==> config.mk <==
export PLATFORM = sky130hd
export DESIGN_NAME = stf_filter
export DESIGN_NICKNAME = d
export VERILOG_FILES = /design/src/verilog/stf_pkg.sv /design/src/verilog/stf_filter.sv
export SDC_FILE = /design/constraint.sdc
export NUM_CORES = 1
export LEC_CHECK = 0
export ABC_AREA = 1
export BUFFER_PORTS_ARGS = -buffer_cell sky130_fd_sc_hd__buf_2
export CAP_MARGIN = 15
export CORE_UTILIZATION = 55
export CTS_CLUSTER_DIAMETER = 30
export DETAILED_ROUTE_END_ITERATION = 10
export MAX_ROUTING_LAYER = met4
export PLACE_DENSITY = 0.82
export SKIP_LAST_GASP = 1
export SYNTH_ARGS = -nofsm -noshare
export SYNTH_HDL_FRONTEND = slang
export SYNTH_SLANG_ARGS = --single-unit
==> constraint.sdc <==
create_clock -name core_clk -period 5.2 [get_ports core_clk]
set_clock_uncertainty 0.05 [all_clocks]
set_input_delay 0.78 -clock core_clk [delete_from_list [all_inputs] [get_ports core_clk]]
set_output_delay 0.78 -clock core_clk [all_outputs]
set_load 0.02 [all_outputs]
==> src/verilog/stf_pkg.sv <==
// Package with constants and carrier types of the stable time filter.
package stf_pkg;
    // Clock and time base.
    localparam int CLK_PERIOD_NS = 4;
    localparam int TICK_NS = 1000000;
    localparam int TICK_CYCLES = TICK_NS / CLK_PERIOD_NS;
    // Stable time is kept in tenths of a second, monitoring time in seconds.
    localparam int MS_PER_TENTH = 100;
    localparam int MS_PER_SEC = 1000;
    localparam logic [4:0] STABLE_MIN = 5'h01;
    localparam logic [4:0] STABLE_MAX = 5'h14;
    localparam logic [4:0] MONITOR_MIN = 5'h01;
    localparam logic [4:0] MONITOR_MAX = 5'h14;
    // Defaults for solid-state switch outputs and for dry contacts.
    localparam logic [4:0] STABLE_SOLID = 5'h01;
    localparam logic [4:0] STABLE_DRY = 5'h07;
    localparam logic [4:0] MONITOR_SOLID = 5'h02;
    localparam logic [4:0] MONITOR_DRY = 5'h0a;
    localparam logic DUAL_DEFAULT = 1'b1;
    localparam logic CROSS_DEFAULT = 1'b0;
    localparam logic TWO_WIRE_DEFAULT = 1'b0;
    // Test pulses in milliseconds: width, interval and offset of channel b.
    localparam logic [8:0] TP_WIDTH_MS = 9'h001;
    localparam logic [8:0] TP_PERIOD_MS = 9'h1f4;
    localparam logic [8:0] TP_B_OFFSET_MS = 9'h0fa;
    localparam int STABLE_W = 11;
    localparam int WINDOW_W = 15;

    typedef enum logic [1:0] {
        STF_IDLE = 2'b00,
        STF_MON = 2'b01,
        STF_ON = 2'b10,
        STF_FAULT = 2'b11
    } stf_state_t;

    typedef struct packed {
        logic dual_channel;
        logic cross_fault_on;
        logic two_wire;
        logic use_default;
        logic [4:0] stable_tenths;
        logic [4:0] monitor_sec;
    } stf_cfg_t;

    typedef struct packed {
        logic safety_enable;
        logic out_do;
        logic out_y1;
        logic fault;
        logic cross_fault;
        logic window_running;
    } stf_status_t;
endpackage

==> src/verilog/stf_filter.sv <==
// Stable time filter with discrepancy monitoring for one safety device port.
`timescale 1ns/1ns
// Notes on behaviour
// - Port selects single or dual channel, default dual.
// - Cross-fault monitoring on/off per port, default off.
// - Output driven one wire or two, default one.
// - Dual: first contact on starts monitoring window.
// - Dual: both on for stable time enables.
// - Dual: unsettled or dropped contact faults at expiry.
// - Single: debounce input, first on starts window.
// - Single: on for stable time enables safety.
// - Single: unsettled contact faults at window expiry.
// - Release delayed only by the stable time.
// - Stable time 0.1 to 2.0 s, defaults.
// - Monitoring time 1 to 20 s, defaults.
// - Cross-fault mode feeds 1 ms pulses every 500 ms.
// - Fault holds until cause gone and acknowledged.
module stf_filter #(
    parameter int TICK_CYCLES = stf_pkg::TICK_CYCLES // Clock cycles per millisecond tick.
) (
    input wire logic core_clk, // Module clock, 250 MHz.
    input wire logic rst_b, // Asynchronous reset, active low.
    input wire logic cfg_load, // One-cycle strobe taking cfg_in.
    input wire stf_pkg::stf_cfg_t cfg_in, // New port settings.
    input wire logic contact_a, // First safety input, high when on.
    input wire logic contact_b, // Second safety input, high when on.
    input wire logic fault_ack, // One-cycle fault acknowledge.
    output stf_pkg::stf_cfg_t cfg, // Settings in force.
    output stf_pkg::stf_status_t status, // Enable, outputs and faults.
    output logic supply_a, // Test pulse output feeding contact a.
    output logic supply_b // Test pulse output feeding contact b.
);
    // The divider needs one idle cycle between ticks, so shorter periods are refused.
    if (TICK_CYCLES < 2) begin : tick_range_check
        $error("TICK_CYCLES must be at least 2");
    end

    // Bring a requested time into its legal range.
    function automatic logic [4:0] clamp(input logic [4:0] v, input logic [4:0] lo,
                                         input logic [4:0] hi);
        clamp = (v < lo) ? lo : ((v > hi) ? hi : v);
    endfunction

    stf_pkg::stf_state_t state;
    logic [31:0] div_cnt;
    logic tick;
    logic [8:0] tp_cnt;
    logic hold_a;
    logic hold_b;
    logic ev_a;
    logic ev_b;
    logic all_on;
    logic any_on;
    logic cross_err;
    logic [stf_pkg::STABLE_W-1:0] stable_cnt;
    logic [stf_pkg::WINDOW_W-1:0] win_cnt;
    logic [stf_pkg::STABLE_W-1:0] stable_target;
    logic [stf_pkg::WINDOW_W-1:0] window_target;
    logic stable_done;
    logic window_done;

    // Millisecond enable; long counts live here so that timing is cheap to scale.
    always_ff @(posedge core_clk or negedge rst_b) begin
        if (!rst_b) begin
            div_cnt <= 32'h0;
            tick <= 1'b0;
        end else if (div_cnt == 32'(TICK_CYCLES - 1)) begin
            div_cnt <= 32'h0;
            tick <= 1'b1;
        end else begin
            div_cnt <= div_cnt + 32'h1;
            tick <= 1'b0;
        end
    end

    // Settings: reset defaults, clamped loads, presets on request (dry-contact with cross-fault on, solid-state otherwise).
    always_ff @(posedge core_clk or negedge rst_b) begin
        if (!rst_b) begin
            cfg.dual_channel <= stf_pkg::DUAL_DEFAULT;
            cfg.cross_fault_on <= stf_pkg::CROSS_DEFAULT;
            cfg.two_wire <= stf_pkg::TWO_WIRE_DEFAULT;
            cfg.use_default <= 1'b1;
            cfg.stable_tenths <= stf_pkg::STABLE_SOLID;
            cfg.monitor_sec <= stf_pkg::MONITOR_SOLID;
        end else if (cfg_load) begin
            cfg.dual_channel <= cfg_in.dual_channel;
            cfg.cross_fault_on <= cfg_in.cross_fault_on;
            cfg.two_wire <= cfg_in.two_wire;
            cfg.use_default <= cfg_in.use_default;
            if (cfg_in.use_default) begin
                cfg.stable_tenths <= cfg_in.cross_fault_on ? stf_pkg::STABLE_DRY
                                                           : stf_pkg::STABLE_SOLID;
                cfg.monitor_sec <= cfg_in.cross_fault_on ? stf_pkg::MONITOR_DRY
                                                         : stf_pkg::MONITOR_SOLID;
            end else begin
                cfg.stable_tenths <= clamp(cfg_in.stable_tenths, stf_pkg::STABLE_MIN,
                                           stf_pkg::STABLE_MAX);
                cfg.monitor_sec <= clamp(cfg_in.monitor_sec, stf_pkg::MONITOR_MIN,
                                         stf_pkg::MONITOR_MAX);
            end
        end
    end

    // Test pulses are staggered so that a short between the two lines shows up.
    always_ff @(posedge core_clk or negedge rst_b) begin
        if (!rst_b) begin
            tp_cnt <= 9'h0;
            supply_a <= 1'b1;
            supply_b <= 1'b1;
        end else begin
            if (tick) begin
                tp_cnt <= (tp_cnt == stf_pkg::TP_PERIOD_MS - 9'h1) ? 9'h0 : tp_cnt + 9'h1;
            end
            supply_a <= !(cfg.cross_fault_on && tp_cnt < stf_pkg::TP_WIDTH_MS);
            supply_b <= !(cfg.cross_fault_on && tp_cnt >= stf_pkg::TP_B_OFFSET_MS &&
                          tp_cnt < stf_pkg::TP_B_OFFSET_MS + stf_pkg::TP_WIDTH_MS);
        end
    end

    // Last value seen outside a pulse, so the pulse itself is not taken as a switch-off.
    always_ff @(posedge core_clk or negedge rst_b) begin
        if (!rst_b) begin
            hold_a <= 1'b0;
            hold_b <= 1'b0;
        end else begin
            if (supply_a) begin
                hold_a <= contact_a;
            end
            if (supply_b) begin
                hold_b <= contact_b;
            end
        end
    end

    // Evaluated contacts; channel b is ignored in single-channel mode.
    always_comb begin
        ev_a = supply_a ? contact_a : hold_a;
        ev_b = supply_b ? contact_b : hold_b;
        all_on = ev_a && (ev_b || !cfg.dual_channel);
        any_on = ev_a || (ev_b && cfg.dual_channel);
        // A line still high at the end of its own pulse is fed from elsewhere.
        cross_err = cfg.cross_fault_on && tick &&
                    ((!supply_a && contact_a) || (!supply_b && contact_b && cfg.dual_channel));
        stable_target = stf_pkg::STABLE_W'(cfg.stable_tenths * stf_pkg::MS_PER_TENTH);
        window_target = stf_pkg::WINDOW_W'(cfg.monitor_sec * stf_pkg::MS_PER_SEC);
        stable_done = tick && all_on && (stable_cnt + 1'b1 >= stable_target);
        window_done = tick && (win_cnt + 1'b1 >= window_target);
    end

    // Filter sequence; the stable check wins over expiry in the same tick.
    always_ff @(posedge core_clk or negedge rst_b) begin
        if (!rst_b) begin
            state <= stf_pkg::STF_IDLE;
            stable_cnt <= '0;
            win_cnt <= '0;
        end else if (cross_err) begin
            state <= stf_pkg::STF_FAULT;
        end else begin
            unique case (state)
                stf_pkg::STF_IDLE: begin
                    stable_cnt <= '0;
                    win_cnt <= '0;
                    if (any_on && !cfg_load) begin
                        state <= stf_pkg::STF_MON;
                    end
                end
                stf_pkg::STF_MON: begin
                    if (cfg_load) begin
                        state <= stf_pkg::STF_IDLE;
                    end else if (stable_done) begin
                        state <= stf_pkg::STF_ON;
                    end else if (window_done) begin
                        state <= stf_pkg::STF_FAULT;
                    end else if (tick) begin
                        win_cnt <= win_cnt + 1'b1;
                        // A dropout seen at a millisecond tick, even a single one, restarts the stable count.
                        stable_cnt <= all_on ? stable_cnt + 1'b1 : '0;
                    end
                end
                stf_pkg::STF_ON: begin
                    if (!all_on || cfg_load) begin
                        state <= stf_pkg::STF_IDLE;
                    end
                end
                stf_pkg::STF_FAULT: begin
                    if (fault_ack && !any_on) begin
                        state <= stf_pkg::STF_IDLE;
                    end
                end
            endcase
        end
    end

    // Outputs follow the state; the sticky cross flag clears with the fault.
    always_ff @(posedge core_clk or negedge rst_b) begin
        if (!rst_b) begin
            status <= '0;
        end else begin
            status.safety_enable <= (state == stf_pkg::STF_ON);
            status.out_do <= (state == stf_pkg::STF_ON);
            status.out_y1 <= (state == stf_pkg::STF_ON) && cfg.two_wire;
            status.fault <= (state == stf_pkg::STF_FAULT);
            status.window_running <= (state == stf_pkg::STF_MON);
            if (cross_err) begin
                status.cross_fault <= 1'b1;
            end else if (state != stf_pkg::STF_FAULT) begin
                status.cross_fault <= 1'b0;
            end
        end
    end
endmodule // stf_filter

==> run metrics, run 1 <==
htree depth=3; CTS Buffer Depth=2; Die Height=113 µm; depth of the most critical reg-to-reg path=23; Antenna Cells=0; P per Cell Area=296 nW/µm²; global-route wire length before repair=24500 µm; Post-synth ARST share=100%; number of global-route vias before repair=5385; Tightest Pin Transition=711 ps; syn nets=966; gr busiest metal=met2; LEAKAGE=4.05 nW; Post-Syn Area=6780 µm²; grt total ovfl=0; M1 GR Usage=30.9%; largest net degree at the start of global routing=58; setup ws final=389 ps; TritonRoute pass-1 iters=4; critical path endpoint category=register; Non-Filler Instances=1068; GP Congestion=0.897; Post-CTS Hold Buffers=0; worst hold path type=input port to asynchronous set/reset pin; Top FF cell, synth=dfrtp_1; CTS sink cnt=93; cell type with the largest total area after synthesis=dfrtp_1; Yosys top cell area share=32.1%; Critical Path RT=5430 ps; CORE AREA=12000 µm²; pre-CTS setup slack=219 ps; number of buffers created by CTS=9; RSZ-0062 raised after global routing=no; WL/cell=13.4 µm; register area share after synthesis=34.4%; PortBufs=41; most frequent cells in the layout=nand2_1, inv_1, nor2_1, dfrtp_1, nand3_1; YS warnings=0; EDFF count, synth=0; Register Area=2340 µm²; register bit total from synthesis=93; peak supply drop=0.214 mV; final WL=14300 µm; startpoint types=register; # fillers=1040; Slew Limit Fails=0; CTS tree=yes; via count=5598; status=completed; leading cell type in the layout, fill and taps excluded=nand2_1; Final Hold Violating Endpoints=0; Yosys cell types=41; layout cells sized above 1=10.9%; I/O pin count=42; slew margin rel.=52.6%; Iter 0 DRT Violations=272; crit share post-route=92.5%; minimum clock period=4810 ps; DPL Wire Length=11000 µm; Clk Latency, worst-skew pair=350 ps; # rows=40; CTS Root Cell=clkbuf_16; Final nets=1011; Die X=113 µm; Final setup viols=0; met3 usage=5.41%; Die ar.=12800 µm²; Placed Cells=1050; Post-Syn Instances=871; Setup TNS=0 ps; WP data arrival=5040 ps; Final ANT Viol Nets=0; area grow syn2layout=9.80%; multi-input logic area=3830 µm²; total track usage=24.9%; clock slew at the register clock pins of the worst setup and hold paths=70 ps; crit path kind=register to register; Via density=5.24; Syn Area/Cell=7.78 µm²; CP max FO=11; Initial Util=56.4%; Synth area leaders=dfrtp_1, ha_1, nand2_1, inv_1, xor2_1; met2 Use GR=41.3%; initial antenna violation count=0; fmax=208 MHz; MaxCap Viol Count=0; DRC violations left=0; Hold Slack=417 ps
[cell type report]
| type | instances | area share (%) |
|---|---|---|
| clock buffer | 11 | 3.26 |
| clock inverter | 5 | 0.555 |
| inverter | 151 | 7.61 |
| multi-input combinational | 615 | 51.4 |
| sequential | 93 | 31.4 |
| tap | 147 | 2.47 |
| timing repair buffer | 46 | 3.29 |
[report_power, final]
part           internal, mW  switching, mW  leakage, nW
Clock                 0.341          0.285        0.133
Sequential            0.765         0.0434         1.24
Combinational         0.257          0.513         2.68
[synthesized netlist by cell type, types with 5 or more instances]
library cell,number
dfrtp_1,87
inv_1,145
ha_1,64
nand2_1,166
inv_2,6
xnor2_1,12
nor2_1,99
clkbuf_1,5
nand3_1,65
nand4_1,27
fa_1,11
a21oi_1,24
o21ai_0,17
nor4_1,11
dfstp_2,6
o21ai_1,5
nor3_1,19
xor2_1,46
nand2_2,6
[path summary, 6_finish.rpt]
kind / end / slack [ps] / startpoint
max: stable_cnt[7]$_DFFE_PN0P_ / 390 / cfg[2]$_DFFE_PN0P_
min: cfg[9]$_DFFE_PN0P_ / 420 / rst_b
max reg2reg: stable_cnt[7]$_DFFE_PN0P_ / 390 / cfg[2]$_DFFE_PN0P_
min reg2reg: div_cnt[0]$_DFF_PN0_ / 420 / div_cnt[0]$_DFF_PN0_
max in group asynchronous: supply_a$_DFF_PN1_ / 3700 / rst_b
min in group core_clk: div_cnt[0]$_DFF_PN0_ / 420 / div_cnt[0]$_DFF_PN0_
[logic make-up after synthesis]
logic type | share of synthesized area (%)
DFF | 34.4
xor gates and xnor gates | 7.49
buffers and inverters | 9.26
and+or+nand+nor | 28.6
adders and majority gates | 15.1
AOI/OAI and AO/OA | 5.13
[stage by stage]
stage / power, mW / util, % / cell area (µm²)
final: 2.21 / 62.0 / 7440
after global routing: 2.37 / 62.0 / 7440
after CTS: 2.22 / 61.8 / 7420
after detailed placement: 1.58 / 59.4 / 7130
after global placement: 1.57 / 59.4 / 7130
after floorplan: 1.40 / - / 6780
[registers in the layout (all words and copies together) (netlist names)]
name and cells:
cfg 14, tp_cnt 9, tick 1, div_cnt 32, state 2, hold_b 1
hold_a 1, supply_a 1, win_cnt 15, stable_cnt 11, supply_b 1, status 5
[critical path, cell delays in order, from the launching register on]
cell	delay, ps
dfrtp_1	460
fa_2	560
fa_1	520
inv_1	50
fa_1	490
inv_1	40
ha_1	370
a21oi_1	210
o21ai_0	150
nand4_1	100
o211ai_1	100
xor2_1	160
ha_1	300
nand2_1	70
nor2_1	130
inv_1	70
nor2_1	100
nand2_1	70
nand3_1	100
nand2_1	110
nand3_4	140
buf_4	190
nand3_1	90
nand2_1	110
[per-layer routing]
metal  up-vias  wire (µm)
met3        20        629
met2       109       6950
met4         0        231
met5         -          0
li1       2881          -
met1      2588       6510
[what timing repair did]
action / 4_1_cts / 5_1_grt
buffers inserted: 0 / 2
gates resized for setup: 0 / 3
endpoints found under the setup margin: 0 / 26
Note: power is estimated with default switching activity, not from simulation.
==> run 2: changes to the inputs <==
--- a/config.mk
+++ b/config.mk
@@ -8,11 +8,11 @@
 export ABC_AREA = 1
 export BUFFER_PORTS_ARGS = -buffer_cell sky130_fd_sc_hd__buf_2
 export CAP_MARGIN = 15
-export CORE_UTILIZATION = 55
+export CORE_UTILIZATION = 43
 export CTS_CLUSTER_DIAMETER = 30
 export DETAILED_ROUTE_END_ITERATION = 10
 export MAX_ROUTING_LAYER = met4
-export PLACE_DENSITY = 0.82
+export PLACE_DENSITY = 0.69
 export SKIP_LAST_GASP = 1
 export SYNTH_ARGS = -nofsm -noshare
 export SYNTH_HDL_FRONTEND = slang
==> run 2 against run 1 <==
Against the previous run: first-iteration DRC count fell by 3.3%; die area grew 27%; cell count is 5.9% higher; register-to-register slack got worse by 40 ps; worst hold slack got worse by 13 ps; clock power grew 8.1%; critical path type unchanged; cell area increased by 1.3%; utilization is 13 points lower.
==> run metrics, run 2 (same netlist as run 1, synthesis figures left out) <==
number of buffers created by CTS=9 (unchanged); Crit path depth=23 (unchanged); slew margin rel.=55.5% (was 52.6%); Die X=128 µm (was 113 µm); worst hold path type=input port to asynchronous set/reset pin (unchanged); Design Power=2.26 mW (was 2.21 mW); fmax=206 MHz (was 208 MHz); r2r endpoint=stable_cnt[8]$_DFFE_PN0P_ (was stable_cnt[7]$_DFFE_PN0P_); P per Cell Area=300 nW/µm² (was 296 nW/µm²); critical path endpoint category=register (unchanged); GP Congestion=0.916 (was 0.897); crit share post-route=93.3% (was 92.5%); Critical Path RT=5440 ps (was 5430 ps); Via density=5.01 (was 5.24); cell family with most CP delay=adder cells (unchanged); crit path kind=register to register (unchanged); # rows=45 (was 40); Slowest-stage cell, CP=fa_2 (unchanged); final WL=14900 µm (was 14300 µm); Initial Util=44.3% (was 56.4%); I/O pin count=42 (unchanged); CTS Buffer Depth=2 (unchanged); MaxCap Viol Count=0 (unchanged); max reg flops=32 (unchanged); layout cells sized above 1=10.8% (was 10.9%); DRC violations left=0 (unchanged); DPL Wire Length=11500 µm (was 11000 µm); global-route wire length before repair=25800 µm (was 24500 µm); metal2 WL=7030 µm (was 6950 µm); highest routed layer=met4 (unchanged); Clk Latency, worst-skew pair=350 ps (about the same); # fillers=1496 (was 1040); area grow syn2layout=11.2% (was 9.80%); worst path buffer plus inverter count=4 (unchanged); minimum clock period=4850 ps (was 4810 ps); largest net degree at the start of global routing=52 (was 58); leading cell type in the layout, fill and taps excluded=nand2_1 (unchanged); Slew Limit Fails=0 (unchanged); startpoint types=register (unchanged); CP max FO=19 (was 11); PortBufs=41 (unchanged); Die Height=128 µm (was 113 µm); total track usage=20.5% (was 24.9%); CTS tree=yes (unchanged); peak supply drop=0.214 mV (about the same); r2r setup slk=350 ps (was 390 ps); Setup TNS=0 ps (unchanged); htree depth=3 (unchanged); Finished Core Util=49.2% (was 62.0%); WP data arrival=5100 ps (was 5040 ps); number of global-route vias before repair=5580 (was 5385); Final Hold Violating Endpoints=0 (unchanged); Final setup viols=0 (unchanged); WL/cell=13.2 µm (was 13.4 µm); Iter 0 DRT Violations=263 (was 272); max incr delay on CP=530 ps (was 560 ps); CP Launch Point=cfg[2]$_DFFE_PN0P_ (unchanged); TritonRoute pass-1 iters=4 (unchanged); RSZ-0062 raised after global routing=no (unchanged); depth of the most critical reg-to-reg path=23 (unchanged); wire length on met1=6960 µm (was 6510 µm); CTS Root Cell=clkbuf_16 (unchanged); via count=5664 (was 5598); Reg with most FFs=div_cnt (unchanged); Final ANT Viol Nets=0 (unchanged); Final nets=1009 (was 1011); clock slew at the register clock pins of the worst setup and hold paths=70 ps (about the same); Die ar.=16300 µm² (was 12800 µm²); most frequent cells in the layout=nand2_1, inv_1, nor2_1, dfrtp_1, nand3_1 (unchanged); status=completed (unchanged); CORE AREA=15300 µm² (was 12000 µm²); crit path to=stable_cnt[8]$_DFFE_PN0P_ (was stable_cnt[7]$_DFFE_PN0P_); initial antenna violation count=1 (was 0); grt total ovfl=0 (unchanged); routed wl met3=729 µm (was 629 µm); Hold Slack=404 ps (was 417 ps); biggest registers after layout=div_cnt (32), win_cnt (15), cfg (14) (unchanged); CTS sink cnt=93 (unchanged); reg2reg start=cfg[2]$_DFFE_PN0P_ (unchanged); worst-path cell chain=fa_2, fa_1, inv_1, fa_1, inv_1, ha_1, a21oi_1, o21ai_0, nand4_1, o211ai_1, xor2_1, ha_1, nand2_1, nor2_1, inv_1, nor2_1, nand3_1, nand3_1, nand2_1, nand3_4, buf_6, nand3_1, nand2_1 (was fa_2, fa_1, inv_1, fa_1, inv_1, ha_1, a21oi_1, o21ai_0, nand4_1, o211ai_1, xor2_1, ha_1, nand2_1, nor2_1, inv_1, nor2_1, nand2_1, nand3_1, nand2_1, nand3_4, buf_4, nand3_1, nand2_1); LEAKAGE=4.05 nW (about the same); Tightest Pin Transition=668 ps (was 711 ps)
-- run 2: per-layer routing --
metal  GRT usage, %  up-vias
met5              -        -
met4           5.19        0
met3           4.73       17
met2           33.4      120
met1           25.6     2638
li1               -     2889
-- run 2: metrics by stage --
step / instance area (µm²) / setup slack [ps] / instances
2_1_floorplan: 6780 / 550 / 871
3_5_place_dp: 7210 / 256 / 1114
4_1_cts: 7520 / 217 / 1130
3_3_place_gp: 7210 / 388 / 1114
5_1_grt: 7540 / 19.4 / 1131
6_report: 7540 / 346 / 1131
-- run 2: repair_timing --
| item | in CTS | in global routing |
|---|---|---|
| gates resized for setup | 0 | 5 |
| buffers inserted | 0 | 0 |
| hold buffers | 0 | 0 |
| hold endpoints to repair | 0 | 0 |
| setup endpoints to repair | 0 | 26 |
-- run 2: worst reg2reg max path: stages, from the launching register on --
cell and delay [ps]:
dfrtp_2 460, fa_2 530, fa_1 530, inv_1 50
fa_1 490, inv_1 40, ha_1 370, a21oi_1 210
o21ai_0 160, nand4_1 110, o211ai_1 100, xor2_1 160
ha_1 310, nand2_1 70, nor2_1 140, inv_1 70
nor2_1 80, nand3_1 70, nand3_1 120, nand2_1 110
nand3_4 170, buf_6 210, nand3_1 100, nand2_1 90
-- run 2: power breakdown --
part           leakage [nW]  total, mW  internal, mW  switching [mW]
Sequential             1.24      0.813         0.765          0.0476
Combinational          2.67      0.771         0.257           0.514
Clock                 0.146      0.678         0.381           0.297
-- run 2: how the worst min path moves through the flow --
| stage | from | endpoint | slack, ps | cells after the start |
|---|---|---|---|---|
| 2_1_floorplan | div_cnt[0]$_DFF_PN0_ | div_cnt[0]$_DFF_PN0_ | 380 | 1 |
| 3_3_place_gp | div_cnt[0]$_DFF_PN0_ | div_cnt[0]$_DFF_PN0_ | 400 | 1 |
| 3_5_place_dp | div_cnt[0]$_DFF_PN0_ | div_cnt[0]$_DFF_PN0_ | 400 | 1 |
| 4_1_cts | div_cnt[0]$_DFF_PN0_ | div_cnt[0]$_DFF_PN0_ | 410 | 1 |
| 5_1_grt | div_cnt[0]$_DFF_PN0_ | div_cnt[0]$_DFF_PN0_ | 430 | 1 |
| 6_report | rst_b | cfg[0]$_DFFE_PN0P_ | 400 | 1 |
-- run 2: final cells by class --
type	count	area (µm²)	share of cell area [%]
Clock buffer	10	229	3.04
Sequential cell	93	2340	31.0
Timing Repair Buffer	44	234	3.10
Multi-Input combinational cell	615	3830	50.8
Clock inverter	6	80.1	1.06
Antenna cell	1	2.50	0.0332
Inverter	151	567	7.51
Tap cell	211	264	3.50
